**src/hw/scs_defs.vh**
```
// Constants for the system clock source select block
`ifndef SCS_DEFS_VH
`define SCS_DEFS_VH

// ----------------------------------------
// Register offsets
// ----------------------------------------
`define SCS_ADDR_W 4
`define SCS_OFF_OSC_CTRL 4'h0
`define SCS_OFF_DIVIDER 4'h1
`define SCS_OFF_TUNE 4'h2

// ----------------------------------------
// Control register fields
// ----------------------------------------
`define SCS_CUR_HI 14
`define SCS_CUR_LO 12
`define SCS_REQ_HI 10
`define SCS_REQ_LO 8
`define SCS_FREEZE_BIT 7
`define SCS_LOCK_BIT 5
`define SCS_FAIL_BIT 3
`define SCS_DRIVE_BIT 2
`define SCS_SEC_EN_BIT 1
`define SCS_SWITCH_BIT 0
`define SCS_DIV_HI 2
`define SCS_TUNE_HI 5

// ----------------------------------------
// Reset values
// ----------------------------------------
`define SCS_CUR_RESET 3'h0
`define SCS_DIV_RESET 3'h1
`define SCS_TUNE_RESET 6'h00

// ----------------------------------------
// Source codes
// ----------------------------------------
`define SCS_SRC_FRC 3'h0
`define SCS_SRC_FRC_PLL 3'h1
`define SCS_SRC_PRI 3'h2
`define SCS_SRC_PRI_PLL 3'h3
`define SCS_SRC_SEC 3'h4
`define SCS_SRC_LOW_POWER_RC_SOURCE 3'h5
`define SCS_SRC_SLOW_DIV 3'h6
`define SCS_SRC_FRC_DIV 3'h7
`define SCS_PMODE_EXT 2'h0
`define SCS_PMODE_INTERNAL 2'h3

// ----------------------------------------
// Timing
// ----------------------------------------
`define SCS_CLK_PERIOD_NS 8
`define SCS_FAIL_TIMEOUT_NS 2000
`define SCS_FAIL_CYCLES ((`SCS_FAIL_TIMEOUT_NS + `SCS_CLK_PERIOD_NS - 1) / `SCS_CLK_PERIOD_NS)
`define SCS_PLL_START_NS 2000
`define SCS_PLL_CYCLES ((`SCS_PLL_START_NS + `SCS_CLK_PERIOD_NS - 1) / `SCS_CLK_PERIOD_NS)
`define SCS_SETTLE_TICKS 3'h4

`endif

```
**src/hw/scs_top.v**
```verilog
// System clock source selection and oscillator control
//
// What this block does
// - Instruction clock is processor clock halved
// - Multiplier only on primary or fast RC
// - Fast RC may pass a programmable divider
// - Boot source from the initial source field alone
// - Erased settings start divided fast RC
// - External clock range field, default above 8MHz
// - Switching only when upper switch bit 0
// - Fail monitor only when both bits 0
// - Internal mode source code decoding
// - Primary codes with and without multiplier
// - Current source field read only, resets 0
// - Current and requested share one encoding
// - Requested field writable, loaded from boot
// - Lock status cleared on switch, non-multiplier
// - Drive bit ignored for digital input
// - Freeze bit set only by software
// - Fail flag cleared only by software
// - Secondary power variant from config bit
// - Out pin gives instruction clock or I/O
// - Fast RC tune setting in fixed steps
// - Switch bit starts switch, cleared when done
// - Freeze holds selections only with monitor
// - Lock reads 1 when locked or started
// - Monitor failure sets the fail flag
//
// The strobed register port and the register addresses are this design's own decisions.
`timescale 1ns/100ps
`include "scs_defs.vh"
module scs_top (
  // Clock and reset
  input wire CLK_SYS,
  input wire NRST,
  // Register port
  input wire [3:0] REG_ADDR,
  input wire [15:0] REG_WDATA,
  input wire REG_WR,
  input wire REG_RD,
  output reg [15:0] REG_RDATA,
  // Configuration straps
  input wire [1:0] CFG_PRIMARY_MODE,
  input wire [2:0] CFG_INITIAL_SOURCE,
  input wire [1:0] CFG_EXT_CLOCK_RANGE,
  input wire [1:0] CFG_SWITCH_MONITOR,
  input wire CFG_SECONDARY_POWER_VARIANT,
  input wire CFG_SECONDARY_INPUT_TYPE,
  input wire CFG_OUT_PIN_FUNCTION,
  // Source clock ticks
  input wire FAST_RC_TICK,
  input wire SLOW_RC_TICK,
  input wire LOW_POWER_RC_TICK,
  input wire SECONDARY_OSC_TICK,
  input wire PRIMARY_OSC_TICK,
  input wire PLL_TICK,
  input wire PLL_LOCKED,
  // Oscillator controls
  output reg PLL_ENABLE,
  output reg PLL_FROM_PRIMARY,
  output reg SECONDARY_ENABLE,
  output reg SECONDARY_HIGH_POWER,
  output reg [5:0] FAST_RC_TUNE,
  output reg [1:0] EXT_CLOCK_RANGE,
  output reg [1:0] PRIMARY_MODE,
  output reg MONITOR_ENABLED,
  // Clock results
  output reg PROC_CLK_EN,
  output reg INSTR_CLK,
  output reg INSTR_CLK_EN,
  output reg [2:0] CURRENT_SOURCE,
  // Oscillator out pin
  output reg OSC_OUT_O,
  output reg OSC_OUT_OE
);

  // ----------------------------------------
  // Helpers
  // ----------------------------------------
  function is_pll;
    input [2:0] code;
    begin
      is_pll = (code == `SCS_SRC_FRC_PLL) || (code == `SCS_SRC_PRI_PLL);
    end
  endfunction

  localparam ST_IDLE = 1'b0;
  localparam ST_SETTLE = 1'b1;
  localparam integer PLL_CYCLES = `SCS_PLL_CYCLES;
  localparam [8:0] PLL_LIMIT = PLL_CYCLES[8:0];
  // ----------------------------------------
  // State
  // ----------------------------------------
  reg booted;
  reg [1:0] cfg_switch;
  reg cfg_variant;
  reg cfg_input_type;
  reg cfg_out_fn;
  reg [2:0] current_source_field;
  reg [2:0] requested_source_field;
  reg [2:0] target;
  reg selection_freeze_bit;
  reg lock_status;
  reg clock_fail_flag;
  reg secondary_drive_strength;
  reg secondary_enable;
  reg switch_request_bit;
  reg [2:0] divider_ratio;
  reg [5:0] fast_rc_tune;
  reg state;
  reg [2:0] settle_count;
  reg [8:0] pll_timer;
  reg instr_phase;

  wire frc_div_tick;
  wire slow_div_tick;
  wire monitor_fail;
  wire [7:0] src_vec;
  wire cur_tick;
  wire tgt_tick;
  wire switch_allowed;
  wire frozen;
  wire wr_ctrl;
  wire switch_start;
  wire switch_done;
  wire pin_free;

  // ----------------------------------------
  // Source dividers and tick selection
  // ----------------------------------------
  scs_tick_divider u_frc_div (
    .clk(CLK_SYS),
    .nrst(NRST),
    .tick_in(FAST_RC_TICK),
    .ratio(divider_ratio),
    .tick_out(frc_div_tick)
  );

  scs_tick_divider u_slow_div (
    .clk(CLK_SYS),
    .nrst(NRST),
    .tick_in(SLOW_RC_TICK),
    .ratio(divider_ratio),
    .tick_out(slow_div_tick)
  );

  // Multiplier only behind primary and fast RC codes
  assign src_vec = {frc_div_tick, slow_div_tick, LOW_POWER_RC_TICK, SECONDARY_OSC_TICK,
                    PLL_TICK, PRIMARY_OSC_TICK, PLL_TICK, FAST_RC_TICK};
  assign cur_tick = src_vec[current_source_field];
  assign tgt_tick = src_vec[target];

  // ----------------------------------------
  // Switch permission
  // ----------------------------------------
  assign switch_allowed = booted && !cfg_switch[1];
  assign frozen = selection_freeze_bit && (cfg_switch == 2'h0);
  assign wr_ctrl = REG_WR && (REG_ADDR == `SCS_OFF_OSC_CTRL);
  assign switch_start = (state == ST_IDLE) && switch_request_bit;
  assign switch_done = (state == ST_SETTLE) && tgt_tick && (settle_count == `SCS_SETTLE_TICKS - 3'h1);

  // ----------------------------------------
  // Fail monitor
  // ----------------------------------------
  scs_fail_monitor u_monitor (
    .clk(CLK_SYS),
    .nrst(NRST),
    .enable(booted && (cfg_switch == 2'h0)),
    .restart(switch_done),
    .tick(cur_tick),
    .fail(monitor_fail)
  );

  // ----------------------------------------
  // Boot capture of configuration
  // ----------------------------------------
  always @(posedge CLK_SYS or negedge NRST) begin
    if (!NRST) begin
      booted <= 1'b0;
      cfg_switch <= 2'h3;
      cfg_variant <= 1'b0;
      cfg_input_type <= 1'b0;
      cfg_out_fn <= 1'b0;
      EXT_CLOCK_RANGE <= 2'h0;
      PRIMARY_MODE <= 2'h0;
      MONITOR_ENABLED <= 1'b0;
    end else if (!booted) begin
      booted <= 1'b1;
      cfg_switch <= CFG_SWITCH_MONITOR;
      cfg_variant <= CFG_SECONDARY_POWER_VARIANT;
      cfg_input_type <= CFG_SECONDARY_INPUT_TYPE;
      cfg_out_fn <= CFG_OUT_PIN_FUNCTION;
      EXT_CLOCK_RANGE <= CFG_EXT_CLOCK_RANGE;
      PRIMARY_MODE <= CFG_PRIMARY_MODE;
      MONITOR_ENABLED <= (CFG_SWITCH_MONITOR == 2'h0);
    end
  end

  // ----------------------------------------
  // Source fields and switch sequencer
  // ----------------------------------------
  always @(posedge CLK_SYS or negedge NRST) begin
    if (!NRST) begin
      current_source_field <= `SCS_CUR_RESET;
      requested_source_field <= `SCS_CUR_RESET;
      target <= `SCS_CUR_RESET;
      switch_request_bit <= 1'b0;
      state <= ST_IDLE;
      settle_count <= 3'h0;
    end else if (!booted) begin
      // Erased straps give the divided fast RC code
      current_source_field <= CFG_INITIAL_SOURCE;
      requested_source_field <= CFG_INITIAL_SOURCE;
      target <= CFG_INITIAL_SOURCE;
    end else begin
      if (wr_ctrl && !frozen) begin
        requested_source_field <= REG_WDATA[`SCS_REQ_HI:`SCS_REQ_LO];
      end
      case (state)
        ST_IDLE: begin
          settle_count <= 3'h0;
          if (switch_start) begin
            target <= requested_source_field;
            state <= ST_SETTLE;
          end else if (wr_ctrl && REG_WDATA[`SCS_SWITCH_BIT] && switch_allowed && !frozen) begin
            switch_request_bit <= 1'b1;
          end
          if (monitor_fail) begin
            current_source_field <= `SCS_SRC_FRC;
          end
        end
        ST_SETTLE: begin
          if (tgt_tick) begin
            settle_count <= settle_count + 3'h1;
          end
          if (switch_done) begin
            current_source_field <= target;
            switch_request_bit <= 1'b0;
            state <= ST_IDLE;
          end
        end
        default: begin
          state <= ST_IDLE;
        end
      endcase
    end
  end

  // ----------------------------------------
  // Lock, freeze and fail flags
  // ----------------------------------------
  always @(posedge CLK_SYS or negedge NRST) begin
    if (!NRST) begin
      selection_freeze_bit <= 1'b0;
      clock_fail_flag <= 1'b0;
      lock_status <= 1'b0;
      pll_timer <= 9'h000;
    end else begin
      if (wr_ctrl && REG_WDATA[`SCS_FREEZE_BIT]) begin
        selection_freeze_bit <= 1'b1;
      end
      if (monitor_fail) begin
        clock_fail_flag <= 1'b1;
      end else if (wr_ctrl && !REG_WDATA[`SCS_FAIL_BIT]) begin
        clock_fail_flag <= 1'b0;
      end
      if (switch_start || !is_pll(current_source_field)) begin
        lock_status <= 1'b0;
        pll_timer <= 9'h000;
      end else begin
        if (pll_timer != PLL_LIMIT) begin
          pll_timer <= pll_timer + 9'h001;
        end
        lock_status <= PLL_LOCKED || (pll_timer == PLL_LIMIT);
      end
    end
  end

  // ----------------------------------------
  // Plain control registers
  // ----------------------------------------
  always @(posedge CLK_SYS or negedge NRST) begin
    if (!NRST) begin
      secondary_drive_strength <= 1'b0;
      secondary_enable <= 1'b0;
      divider_ratio <= `SCS_DIV_RESET;
      fast_rc_tune <= `SCS_TUNE_RESET;
    end else if (REG_WR) begin
      if (REG_ADDR == `SCS_OFF_OSC_CTRL) begin
        secondary_drive_strength <= REG_WDATA[`SCS_DRIVE_BIT];
        secondary_enable <= REG_WDATA[`SCS_SEC_EN_BIT];
      end
      if (REG_ADDR == `SCS_OFF_DIVIDER) begin
        divider_ratio <= REG_WDATA[`SCS_DIV_HI:0];
      end
      if (REG_ADDR == `SCS_OFF_TUNE) begin
        fast_rc_tune <= REG_WDATA[`SCS_TUNE_HI:0];
      end
    end
  end

  // ----------------------------------------
  // Register read port
  // ----------------------------------------
  always @(posedge CLK_SYS or negedge NRST) begin
    if (!NRST) begin
      REG_RDATA <= 16'h0000;
    end else if (REG_RD) begin
      case (REG_ADDR)
        `SCS_OFF_OSC_CTRL: begin
          REG_RDATA <= {1'b0, current_source_field, 1'b0, requested_source_field,
                        selection_freeze_bit, 1'b0, lock_status, 1'b0, clock_fail_flag,
                        secondary_drive_strength, secondary_enable, switch_request_bit};
        end
        `SCS_OFF_DIVIDER: begin
          REG_RDATA <= {13'h0000, divider_ratio};
        end
        `SCS_OFF_TUNE: begin
          REG_RDATA <= {10'h000, fast_rc_tune};
        end
        default: begin
          REG_RDATA <= 16'h0000;
        end
      endcase
    end else begin
      REG_RDATA <= 16'h0000;
    end
  end

  // ----------------------------------------
  // Clock outputs and oscillator controls
  // ----------------------------------------
  // Pin is free unless a crystal sits on it
  assign pin_free = (PRIMARY_MODE == `SCS_PMODE_EXT) || (PRIMARY_MODE == `SCS_PMODE_INTERNAL);

  always @(posedge CLK_SYS or negedge NRST) begin
    if (!NRST) begin
      instr_phase <= 1'b0;
      PROC_CLK_EN <= 1'b0;
      INSTR_CLK <= 1'b0;
      INSTR_CLK_EN <= 1'b0;
      CURRENT_SOURCE <= `SCS_CUR_RESET;
      PLL_ENABLE <= 1'b0;
      PLL_FROM_PRIMARY <= 1'b0;
      SECONDARY_ENABLE <= 1'b0;
      SECONDARY_HIGH_POWER <= 1'b0;
      FAST_RC_TUNE <= `SCS_TUNE_RESET;
      OSC_OUT_O <= 1'b0;
      OSC_OUT_OE <= 1'b0;
    end else begin
      PROC_CLK_EN <= cur_tick && (state == ST_IDLE);
      if (cur_tick && (state == ST_IDLE)) begin
        instr_phase <= ~instr_phase;
      end
      INSTR_CLK <= instr_phase;
      INSTR_CLK_EN <= cur_tick && (state == ST_IDLE) && instr_phase;
      CURRENT_SOURCE <= current_source_field;
      PLL_ENABLE <= booted && (is_pll(current_source_field) || is_pll(target));
      PLL_FROM_PRIMARY <= (state == ST_SETTLE) ? (target == `SCS_SRC_PRI_PLL)
                                               : (current_source_field == `SCS_SRC_PRI_PLL);
      SECONDARY_ENABLE <= secondary_enable || (current_source_field == `SCS_SRC_SEC)
                          || (target == `SCS_SRC_SEC);
      SECONDARY_HIGH_POWER <= cfg_variant || (cfg_input_type && secondary_drive_strength);
      FAST_RC_TUNE <= fast_rc_tune;
      OSC_OUT_O <= instr_phase;
      OSC_OUT_OE <= booted && pin_free && cfg_out_fn;
    end
  end

endmodule

```
**src/hw/scs_tick_divider.v**
```verilog
// Power-of-two divider for a one-cycle clock tick
`timescale 1ns/100ps
module scs_tick_divider (
  // Clock and reset
  input wire clk,
  input wire nrst,
  // Tick in and out
  input wire tick_in,
  input wire [2:0] ratio,
  output reg tick_out
);
  reg [6:0] count;
  wire [6:0] mask;
  assign mask = ~(7'h7f << ratio);

  always @(posedge clk or negedge nrst) begin
    if (!nrst) begin
      count <= 7'h00;
      tick_out <= 1'b0;
    end else begin
      tick_out <= tick_in & ((count & mask) == mask);
      if (tick_in) begin
        count <= count + 7'h01;
      end
    end
  end
endmodule

```
**src/hw/scs_fail_monitor.v**
```verilog
// Watchdog that flags a running clock that stops ticking
`timescale 1ns/100ps
`include "scs_defs.vh"
module scs_fail_monitor (
  // Clock and reset
  input wire clk,
  input wire nrst,
  // Watched clock
  input wire enable,
  input wire restart,
  input wire tick,
  output reg fail
);
  localparam integer LIMIT_CYCLES = `SCS_FAIL_CYCLES;
  localparam [8:0] LIMIT = LIMIT_CYCLES[8:0];
  reg [8:0] count;

  always @(posedge clk or negedge nrst) begin
    if (!nrst) begin
      count <= 9'h000;
      fail <= 1'b0;
    end else begin
      fail <= 1'b0;
      if (!enable || restart || tick) begin
        count <= 9'h000;
      end else if (count == LIMIT - 9'h001) begin
        count <= 9'h000;
        fail <= 1'b1;
      end else begin
        count <= count + 9'h001;
      end
    end
  end
endmodule

```
**config.mk**
```make
export PLATFORM = sky130hd
export DESIGN_NAME = scs_top
export DESIGN_NICKNAME = d
export VERILOG_FILES = /design/src/hw/scs_top.v /design/src/hw/scs_tick_divider.v /design/src/hw/scs_fail_monitor.v
export VERILOG_INCLUDE_DIRS = /design/src /design/src/hw
export SDC_FILE = /design/constraint.sdc
export NUM_CORES = 1
export LEC_CHECK = 0
export BUFFER_PORTS_ARGS = -buffer_cell sky130_fd_sc_hd__clkbuf_2
export CELL_PAD_IN_SITES_DETAIL_PLACEMENT = 0
export CELL_PAD_IN_SITES_GLOBAL_PLACEMENT = 2
export CORE_MARGIN = 2
export CORE_UTILIZATION = 39
export DETAILED_ROUTE_END_ITERATION = 16
export PLACE_DENSITY_LB_ADDON = 0.1
export SYNTH_ARGS = -nofsm -noshare
export SYNTH_HDL_FRONTEND = slang
export SYNTH_HIERARCHICAL = 1
export SYNTH_SLANG_ARGS = --single-unit
export TNS_END_PERCENT = 30
```
**constraint.sdc**
```tcl
create_clock -name CLK_SYS -period 5.2 [get_ports CLK_SYS]
set_input_delay 1.04 -clock CLK_SYS [delete_from_list [all_inputs] [get_ports CLK_SYS]]
set_output_delay 1.04 -clock CLK_SYS [all_outputs]
set_load 0.01 [all_outputs]
```
==> reports/metrics.yaml <==
hold_path:
  hold_path_class: "reg2reg"
critical_path:
  cp.arrival_ns: 2.78
  endpoint_kind: "flip-flop"
  worstSetupStartpointType: "primary input"
  crit_fanout: 8
  crit_type: "in2reg"
  crit_required_ns: 5.47
outcome:
  violations: "DRC"
  status: "finished, violations left"
clocking:
  cts_max_path_buffers: 2
  clock_sinks: 105
  post_cts_resized: 0
  htreeDepth: 3
  cts_tree: "built"
  hold_buffers: 0
  root_buffer: "clkbuf_16"
  numCtsBuffers: 9
  post_cts_buffers: 0
  insertion_delay_ns: 0.35
  clk_pin_slew_worst_paths_ns: 0.08
logic_synthesis:
  syn_avg_cell_area_um2: 11.3
  ys_seq_area_frac: 0.565
  synth_edf_count: 0
  synth_async_sr_flop_share: 1.00
  ys_seq_elements: 105
  synth_warnings: 6
  synth_cell_types: 59
  ys.flop_type: "dfrtp_1"
  synth_area_um2: 4650
  synth_cells: 413
sta:
  finalSetupTns_ns: 0
  fin_crit_ns: 2.51
  period_share: 0.482
  slew_headroom: 0.347
  setup_violations: 0
  fin_skew_ns: 0.00814
  max_freq_ghz: 0.399
  rsz0062_at_grt: "no"
  worst_pin_slew_ns: 0.979
  hold_viol: 0
  drv_slew: 0
finish:
  layout-drive-gt1-share: 0.258
  layout_commonest_cell: "dfrtp_1"
  syn_to_final_growth_pct: 17.7
  seq_area_um2: 2630
  multi_input_area_um2: 1910
  finalNetCount: 539
  n_fill_cell: 1092
  diodes: 0
  fin_area_um2: 5480
  mostFrequentLayoutCells: "dfrtp_1 (102), clkbuf_2 (71), nand2_1 (52)"
global_routing:
  grt_pass1_vias: 3210
  track_usage: 0.165
  grt_pass1_wl_mm: 16.4
  overflow: 0
  grt_max_degree: 79
  antenna_found_initial: 0
power_and_ir_drop:
  clkPwrFrac: 0.321
  power_frac_comb: 0.185
  p_sw_mw: 0.685
  p_int_mw: 1.61
  powerDensity_nw_per_um2: 419
  ir_drop_uv: 195
  power.leakage_nw: 2.58
  sw_frac_of_total: 0.299
  seq_power_share: 0.494
  power.total_mw: 2.29
floorplanning:
  start_util: 0.404
  fp.dieH_um: 113
  io_pins: 82
  rows: 39
  die_x_um: 113
  core_um2: 11500
  die_area_um2: 12800
placed_design:
  dp_hpwl_mm: 6.91
  gp_congestion: 0.782
  dpl_cell_area_um2: 5150
  numPortBuffers: 72
route:
  firstDrtPassIters: 10
  viasPerCell: 5.07
  drtIter0Drc: 151
  drt-total-wl_mm: 9.79
  wl_per_cell_um: 15.4
  vias: 3226
  drc_errors: 7
  final_antenna_net_count: 0
run:
  max-cap-violations: 0
-- worst max-delay path: stages --
cell and delay, ns:
clkbuf_2 0.17, mux2i_1 0.27, a211oi_2 0.17, or2_1 0.31
and2_1 0.19, nor3b_1 0.28, o31ai_2 0.18, a21oi_1 0.15
-- state kept, by name, summed over array words and instances, names as in the netlist, 2 cells and up --
name                    count
CURRENT_SOURCE              3
EXT_CLOCK_RANGE             2
FAST_RC_TUNE                6
PRIMARY_MODE                2
REG_RDATA                  13
cfg_switch                  2
current_source_field        3
divider_ratio               3
fast_rc_tune                6
pll_timer                   9
requested_source_field      3
settle_count                3
target                      3
u_frc_div/count             7
u_monitor/count             9
u_slow_div/count            7
-- Yosys cell counts (5+ instances only) --
cell type | instances | share of area
xor2_1 | 10 | 0.019
nand2_1 | 52 | 0.042
nand2b_1 | 8 | 0.011
inv_1 | 13 | 0.010
mux2i_1 | 12 | 0.026
xnor2_1 | 12 | 0.023
nor3_1 | 7 | 0.0075
nand4_1 | 9 | 0.012
ha_1 | 8 | 0.022
o21ai_0 | 19 | 0.020
dfrtp_1 | 102 | 0.55
and2_1 | 10 | 0.013
mux2_2 | 22 | 0.053
nand3_1 | 7 | 0.0075
nor2b_1 | 5 | 0.0067
a21oi_1 | 10 | 0.011
nor2_1 | 34 | 0.027
-- final timing paths --
| check | start | endpoint | slack (ns) | depth (start not counted) |
|---|---|---|---|---|
| max | FAST_RC_TICK | u_monitor/count[5] | 2.69 | 8 |
| min | fast_rc_tune[3] | FAST_RC_TUNE[3] | 0.39 | 0 |
| max reg2reg | target[1] | u_monitor/count[5] | 3.04 | 7 |
| min reg2reg | fast_rc_tune[3] | FAST_RC_TUNE[3] | 0.39 | 0 |
| max in group asynchronous | NRST | pll_timer[8] | 3.37 | 2 |
| min in group asynchronous | NRST | u_frc_div/count[5] | 0.85 | 1 |
-- power groups by stage --
stage / Combinational (mW) / Sequential, mW / Clock, mW
6_report: 0.424 / 1.13 / 0.736
5_1_grt: 0.480 / 1.16 / 0.799
4_1_cts: 0.432 / 1.14 / 0.766
3_5_place_dp: 0.431 / 1.15 / 0
3_3_place_gp: 0.424 / 1.15 / 0
2_1_floorplan: 0.297 / 1.12 / 0
-- metal layers --
metal,routed length (um),track usage,vias to the layer above
met4,120,0.0398,0
met5,0,0,-
met1,4470,0.214,1586
met3,508,0.0573,8
met2,4680,0.267,65
li1,-,-,1567
-- logic make-up after synthesis --
logic type | after synthesis | synth area share
XOR/XNOR | 22 | 0.0414
AO/OA/AOI/OAI | 59 | 0.0909
buffers and inverters | 26 | 0.0250
multiplexers | 38 | 0.0912
flip-flops | 105 | 0.565
adder cells (fa/ha/maj) | 8 | 0.0215
other | 2 | 0.00161
AND/OR/NAND/NOR | 153 | 0.163
-- stage by stage --
step / hold WS [ns] / setup slack (ns) / util / instances
floorplan: 0.368 / 2.85 / - / 415
global placement: 0.374 / 2.37 / 0.448 / 620
detailed placement: 0.382 / 2.31 / 0.448 / 620
CTS: 0.388 / 2.68 / 0.476 / 636
global route: 0.401 / 2.56 / 0.476 / 636
finish: 0.386 / 2.69 / 0.476 / 636
-- layout make-up --
type | instances | area share
multi-input combinational | 284 | 0.349
clock inverter | 7 | 0.0183
tap | 143 | 0.0327
sequential | 105 | 0.480
clock buffer | 9 | 0.0411
inverter | 14 | 0.00959
timing repair buffer | 74 | 0.0690
(Power assumes the default switching activity.)
